[config.mk]
export PLATFORM = sky130hd
export DESIGN_NAME = fnas_node_address_select
export DESIGN_NICKNAME = d
export VERILOG_FILES = /design/src/hdl/fnas_node_address_select.v /design/src/hdl/fnas_range_check.v
export VERILOG_INCLUDE_DIRS = /design/src /design/src/hdl
export SDC_FILE = /design/constraint.sdc
export NUM_CORES = 1
export LEC_CHECK = 0
export ABC_AREA = 0
export BUFFER_PORTS_ARGS = -buffer_cell sky130_fd_sc_hd__clkbuf_2
export CORE_ASPECT_RATIO = 1.5
export CORE_MARGIN = 3
export CORE_UTILIZATION = 57
export DETAILED_ROUTE_END_ITERATION = 8
export PLACE_DENSITY = 0.83
export SLEW_MARGIN = 5
export SYNTH_ARGS = -nofsm -noshare
export SYNTH_HDL_FRONTEND = slang
export SYNTH_SLANG_ARGS = --single-unit
[constraint.sdc]
create_clock -name i_clk -period 4.47 [get_ports i_clk]
set_input_delay 1.341 -clock i_clk [delete_from_list [all_inputs] [get_ports i_clk]]
set_output_delay 1.341 -clock i_clk [all_outputs]
set_load 0.005 [all_outputs]
[src/hdl/fnas_regs.vh]
`ifndef FNAS_REGS_VH
`define FNAS_REGS_VH

`define FNAS_ADDR_W        7
`define FNAS_ADDR_MIN      7'h01
`define FNAS_ADDR_MAX      7'h7d
`define FNAS_ADDR_SW_SEL   7'h00
`define FNAS_SETTING_RST   7'h03

`endif

[src/hdl/fnas_node_address_select.v]
`timescale 1ns/1ns
`include "fnas_regs.vh"

// What this block does
// - seven switches, weights 1 to 64, form a 7-bit switch address.
// - switch address 0 selects the software node address setting.
// - only addresses 1 to 125 are usable station addresses.
// - switch values 126 and 127 are invalid and never adopted.
// - setting accepts 1 to 125 and holds 3 after reset.
// - writes to the setting are ignored while switches give a valid address.
// - setting reads back the switch address while switches give a valid address.
// - switches are sampled only once after each reset, later changes ignored.
module fnas_node_address_select
(
   input  wire       i_clk,
   input  wire       i_reset,
   input  wire [6:0] i_switch,
   input  wire       i_setting_wr,
   input  wire [6:0] i_setting_wdata,
   output reg  [6:0] o_setting_rdata,
   output reg  [6:0] o_station_addr,
   output reg        o_addr_valid,
   output reg        o_switch_locked,
   output reg        o_switch_invalid,
   output reg        o_ready
);

   localparam ST_SAMPLE = 2'b01;
   localparam ST_RUN    = 2'b10;

   reg  [1:0] state_r;
   reg  [1:0] state_nxt;
   reg  [6:0] switch_addr_r;
   reg  [6:0] switch_addr_nxt;
   reg  [6:0] setting_r;
   reg  [6:0] setting_nxt;
   reg  [6:0] station_nxt;
   reg        valid_nxt;
   reg  [6:0] rdata_nxt;
   reg        invalid_nxt;

   wire [6:0] weight_sum [0:7];
   wire [6:0] switch_word;
   wire       sampling;
   wire       running;
   wire       sw_valid;
   wire       wr_valid;
   wire       sw_zero;
   wire       locked;
   wire       wr_accept;

   genvar     g;

   // closed switches add their binary weights; weights never overlap, so or-ing sums them
   assign weight_sum[0] = 7'h00;

   generate
      for (g = 0; g < `FNAS_ADDR_W; g = g + 1)
      begin : g_weight
         assign weight_sum[g + 1] = weight_sum[g] | (i_switch[g] ? (7'h01 << g) : 7'h00);
      end
   endgenerate

   assign switch_word = weight_sum[`FNAS_ADDR_W];

   // one range check for the sampled switches, one for incoming writes
   fnas_range_check u_sw_chk
   (
      .i_addr  (switch_addr_r),
      .o_valid (sw_valid)
   );

   fnas_range_check u_wr_chk
   (
      .i_addr  (i_setting_wdata),
      .o_valid (wr_valid)
   );

   assign sampling  = (state_r == ST_SAMPLE);
   assign running   = (state_r == ST_RUN);
   assign sw_zero   = (switch_addr_r == `FNAS_ADDR_SW_SEL);
   // a usable switch address locks the setting against writes
   assign locked    = sw_valid;
   assign wr_accept = running && i_setting_wr && !locked && wr_valid;

   // one pass through sampling per reset, then run until the next reset
   always @*
   begin
      state_nxt = state_r;
      case (state_r)
         ST_SAMPLE: state_nxt = ST_RUN;
         ST_RUN:    state_nxt = ST_RUN;
         default:   state_nxt = ST_SAMPLE;
      endcase
   end

   // switches are taken once, in the first cycle after reset; later moves are ignored
   always @*
   begin
      switch_addr_nxt = switch_addr_r;
      if (sampling)
      begin
         switch_addr_nxt = switch_word;
      end
   end

   always @*
   begin
      setting_nxt = setting_r;
      if (wr_accept)
      begin
         setting_nxt = i_setting_wdata;
      end
   end

   always @*
   begin
      station_nxt = 7'h00;
      valid_nxt   = 1'b0;
      if (locked)
      begin
         station_nxt = switch_addr_r;
         valid_nxt   = 1'b1;
      end
      else if (sw_zero)
      begin
         station_nxt = setting_nxt;
         valid_nxt   = 1'b1;
      end
      // 126 and 127 leave the node without an address
   end

   always @*
   begin
      rdata_nxt = setting_nxt;
      if (locked)
      begin
         rdata_nxt = switch_addr_r;
      end
   end

   // invalid switches leave the setting writable but are never adopted
   always @*
   begin
      invalid_nxt = !locked && !sw_zero;
   end

   always @(posedge i_clk)
   begin
      if (i_reset)
      begin
         state_r <= ST_SAMPLE;
      end
      else
      begin
         state_r <= state_nxt;
      end
   end

   always @(posedge i_clk)
   begin
      if (i_reset)
      begin
         switch_addr_r <= 7'h00;
      end
      else
      begin
         switch_addr_r <= switch_addr_nxt;
      end
   end

   always @(posedge i_clk)
   begin
      if (i_reset)
      begin
         setting_r <= `FNAS_SETTING_RST;
      end
      else
      begin
         setting_r <= setting_nxt;
      end
   end

   // read value and flags keep their reset values until the sampled switches settle
   always @(posedge i_clk)
   begin
      if (i_reset)
      begin
         o_setting_rdata <= `FNAS_SETTING_RST;
      end
      else if (running)
      begin
         o_setting_rdata <= rdata_nxt;
      end
   end

   always @(posedge i_clk)
   begin
      if (i_reset)
      begin
         o_station_addr <= 7'h00;
         o_addr_valid   <= 1'b0;
      end
      else if (running)
      begin
         o_station_addr <= station_nxt;
         o_addr_valid   <= valid_nxt;
      end
   end

   always @(posedge i_clk)
   begin
      if (i_reset)
      begin
         o_switch_locked  <= 1'b0;
         o_switch_invalid <= 1'b0;
         o_ready          <= 1'b0;
      end
      else if (running)
      begin
         o_switch_locked  <= locked;
         o_switch_invalid <= invalid_nxt;
         o_ready          <= 1'b1;
      end
   end

endmodule

[src/hdl/fnas_range_check.v]
`timescale 1ns/1ns
`include "fnas_regs.vh"

// usable station address check
module fnas_range_check
(
   input  wire [6:0] i_addr,
   output wire       o_valid
);

   assign o_valid = (i_addr >= `FNAS_ADDR_MIN) && (i_addr <= `FNAS_ADDR_MAX);

endmodule

==> flow_summary.yaml <==
run_status:
  run_status: "completed"
detailed_routing:
  detail_route.vias_per_cell: 5.79
  routedWlPerCell_microns: 14.0
  route.detailed.drc: 0
  initialDrtViolationCount: 33
  drtAntennaViolNets: 0
  routed_wl_mm: 3.42
  first_pass_iters: 4
  detailroute.via_count: 1418
critical_path:
  cp-start-kind: "input port"
  cp.required_ns: 4.66
  critical-path-slowest-cell: "sky130_fd_sc_hd__nor4_1"
  critical_path.max_fanout: 6
  crit_chain: "clkbuf_2 > nor4_1 > a21boi_1 > and2_1 > a211oi_1 > o32ai_1"
  cp_slowest_stage_delay_ns: 0.45
  worstPathBufferInverterCount: 1
  path_class: "in -> reg"
  timing.critical_path.arrival_ns: 2.89
  crit_path_end_kind: "flop"
  timing.critical_path.max_delay_family: "compound AO/OA/AOI/OAI gates"
place:
  post-dp-hpwl_mm: 2.62
  place_congestion: 0.879
  numPortBuffers: 34
clock_tree:
  postCtsSetupRepairBufs: 0
  cts_resized: 0
  clk_root_buffer_cell: "sky130_fd_sc_hd__clkbuf_4"
  tritoncts: "done"
  cts-hold-fix-buffers: 0
  cts_num_sinks: 34
  clk_transition_reported_paths_ns: 0.09
  later_pin_clock_latency_in_the_skew_report_ns: 0.34
  cts_buffers: 5
  htreeDepth: 2
  cts_buffer_depth: 2
global_routing:
  grt_pass1_vias: 1404
  grt_max_degree: 29
  global_route.overflow_total: 0
  grt_use_total_pct: 22.0
  antenna_found_initial: 0
  grt_first_pass_wirelength_mm: 5.91
sta:
  finalCritPeriodShare_pct: 60.4
  worst_slew_margin_rel_pct: 51.6
  max_freq_ghz: 0.371
  rsz0062_at_grt: "false"
  finalSetupViolCount: 0
  final.setup.tns_ns: 0
  tightestPinTransition_ns: 0.719
  post-route-min-period_ns: 2.70
  timing_max_transition_violations_final: 0
  timing.final.hold_violations: 0
  final.setup_skew_ns: 0.00811
synth:
  synth-main-ff-cell: "sky130_fd_sc_hd__dfxtp_1"
  synth.top_cells.by_area: "sky130_fd_sc_hd__dfxtp_1, sky130_fd_sc_hd__mux2i_1, sky130_fd_sc_hd__nor2_1"
  seq_area_frac_synth_pct: 43.3
  synth.largest_area_cell: "sky130_fd_sc_hd__dfxtp_1"
  synthArstFlopShare_pct: 0
  seq_cells_post_synth: 34
  netlist_instances: 174
  post_synth_num_cell_types: 45
  synth_top_cell_area_share_pct: 43.3
  syn_area_per_cell_sq_um: 9.04
  synth_edf_count: 0
  synth_cell_area_sq_mm: 0.00157
  mappedNetlistNets: 193
  synth.yosys.warnings: 0
finish:
  fin_util_pct: 72.1
  drive_above_1_share_pct: 26.3
  antenna-diode-count: 0
  area_delta_synth_final_pct: 16.1
  final.fill_count: 225
  finalNetCount: 227
flow_run:
  max-cap-violations: 0
power_and_ir_drop:
  power_frac_clock_pct: 18.9
  total_power_uw: 928
  internal_power_uw: 591
  static-leakage-power_uw: 0.000833
  power.density_mw_per_mm2: 508
  sequentialPowerShare_pct: 43.8
  peakVddDrop_mv: 0.258
  p_comb_share_pct: 37.3
  switching_power_uw: 337
  sw_frac_of_total_pct: 36.3
die:
  die_area_sq_mm: 0.00344
  initial_utilization_pct: 62.1
  die_w_microns: 48.9
  boundaryPins: 35
  floorplan.rows: 22
  coreArea_sq_mm: 0.00253
  chip_height_microns: 70.3
hold_path:
  hold_class: "reg -> reg"
==> sequential cells by signal, indices dropped and copies added, names as in the netlist <==
register,flops
o_setting_rdata,7
o_addr_valid,1
state_r,2
o_station_addr,7
o_switch_invalid,1
setting_r,7
o_switch_locked,1
o_ready,1
switch_addr_r,7
==> area by class of cell <==
cell class | instances | area, sq um | area share, %
Sequential cell | 34 | 681 | 37.3
Clock inverter | 1 | 5.00 | 0.274
Multi-Input combinational cell | 121 | 821 | 45.0
Tap cell | 36 | 45.0 | 2.47
Timing Repair Buffer | 35 | 178 | 9.73
Inverter | 11 | 41.3 | 2.26
Clock buffer | 7 | 55.1 | 3.02
==> stage by stage <==
step | instances | setup slack, ns | hold slack (ns) | cell area (sq um)
after floorplan | 174 | 1.74 | 0.423 | 1570
after global placement | 237 | 1.55 | 0.446 | 1770
after detailed placement | 237 | 1.46 | 0.455 | 1770
after CTS | 245 | 1.83 | 0.470 | 1830
after global routing | 245 | 1.68 | 0.504 | 1830
final | 245 | 1.77 | 0.473 | 1830
==> cell usage after synthesis (3+ instances only) <==
| master | instances |
|---|---|
| sky130_fd_sc_hd__a211oi_1 | 3 |
| sky130_fd_sc_hd__dfxtp_1 | 34 |
| sky130_fd_sc_hd__inv_1 | 11 |
| sky130_fd_sc_hd__o32ai_1 | 4 |
| sky130_fd_sc_hd__a21boi_0 | 3 |
| sky130_fd_sc_hd__nand3_1 | 3 |
| sky130_fd_sc_hd__nor3_1 | 5 |
| sky130_fd_sc_hd__mux2i_1 | 14 |
| sky130_fd_sc_hd__nor2_1 | 25 |
| sky130_fd_sc_hd__a21oi_1 | 4 |
| sky130_fd_sc_hd__nand2_1 | 16 |
| sky130_fd_sc_hd__o21ai_0 | 5 |
| sky130_fd_sc_hd__clkbuf_1 | 6 |
==> layout by cell type, fill, tap and decap left out, drive strengths merged, types with 2 or more instances in the layout <==
cell and instances:
inv 11, o21ai 5, nor2 27, ha 2
nand2 16, nor3 6, mux2i 14, and2 2
nand3 3, and3 2, clkbuf 41, or3 3
a21boi 4, o2111ai 2, o32ai 4, a31oi 2
or2 2, a211oi 3, o31ai 2, a21oi 4
dfxtp 34, a32o 2
==> layer usage <==
metal	GRT usage, %	part of all wire (%)	routed length, microns	vias up
li1	-	-	-	695
met3	7.46	5.3	183	11
met4	15.2	2.8	96	0
met2	37.8	52	1780	37
met5	0	0	0	-
met1	21.9	40	1370	675
==> final timing paths <==
path	from	to	slack [ns]	depth (start not counted)
max	i_setting_wdata[2]	o_station_addr[6]	1.77	6
max reg2reg	switch_addr_r[1]	o_setting_rdata[5]	2.30	4
min reg2reg	setting_r[3]	setting_r[3]	0.47	2
min	setting_r[3]	setting_r[3]	0.47	2
==> power groups by stage <==
stage | sequential [uW] | clock, uW | combinational, uW
2_1_floorplan | 407 | 0 | 255
3_3_place_gp | 410 | 0 | 338
3_5_place_dp | 414 | 0 | 346
4_1_cts | 407 | 183 | 349
5_1_grt | 415 | 195 | 383
6_report | 407 | 175 | 346
==> kinds of logic after synthesis <==
logic type / Yosys count / synth area share [%]
buffers and inverters: 19 / 4.53
and+or+nand+nor: 64 / 20.5
DFF: 34 / 43.3
adders and majority gates: 2 / 1.59
AOI/OAI and AO/OA: 40 / 20.4
muxes: 15 / 9.63
==> worst register-to-register path, stage by stage, from the launching register on <==
cell	delay [ns]
sky130_fd_sc_hd__dfxtp_1	0.36
sky130_fd_sc_hd__or4_4	0.58
sky130_fd_sc_hd__o21ai_0	0.61
sky130_fd_sc_hd__o211ai_1	0.23
sky130_fd_sc_hd__a32o_1	0.30
No activity file was read; power rests on OpenSTA's default activity.
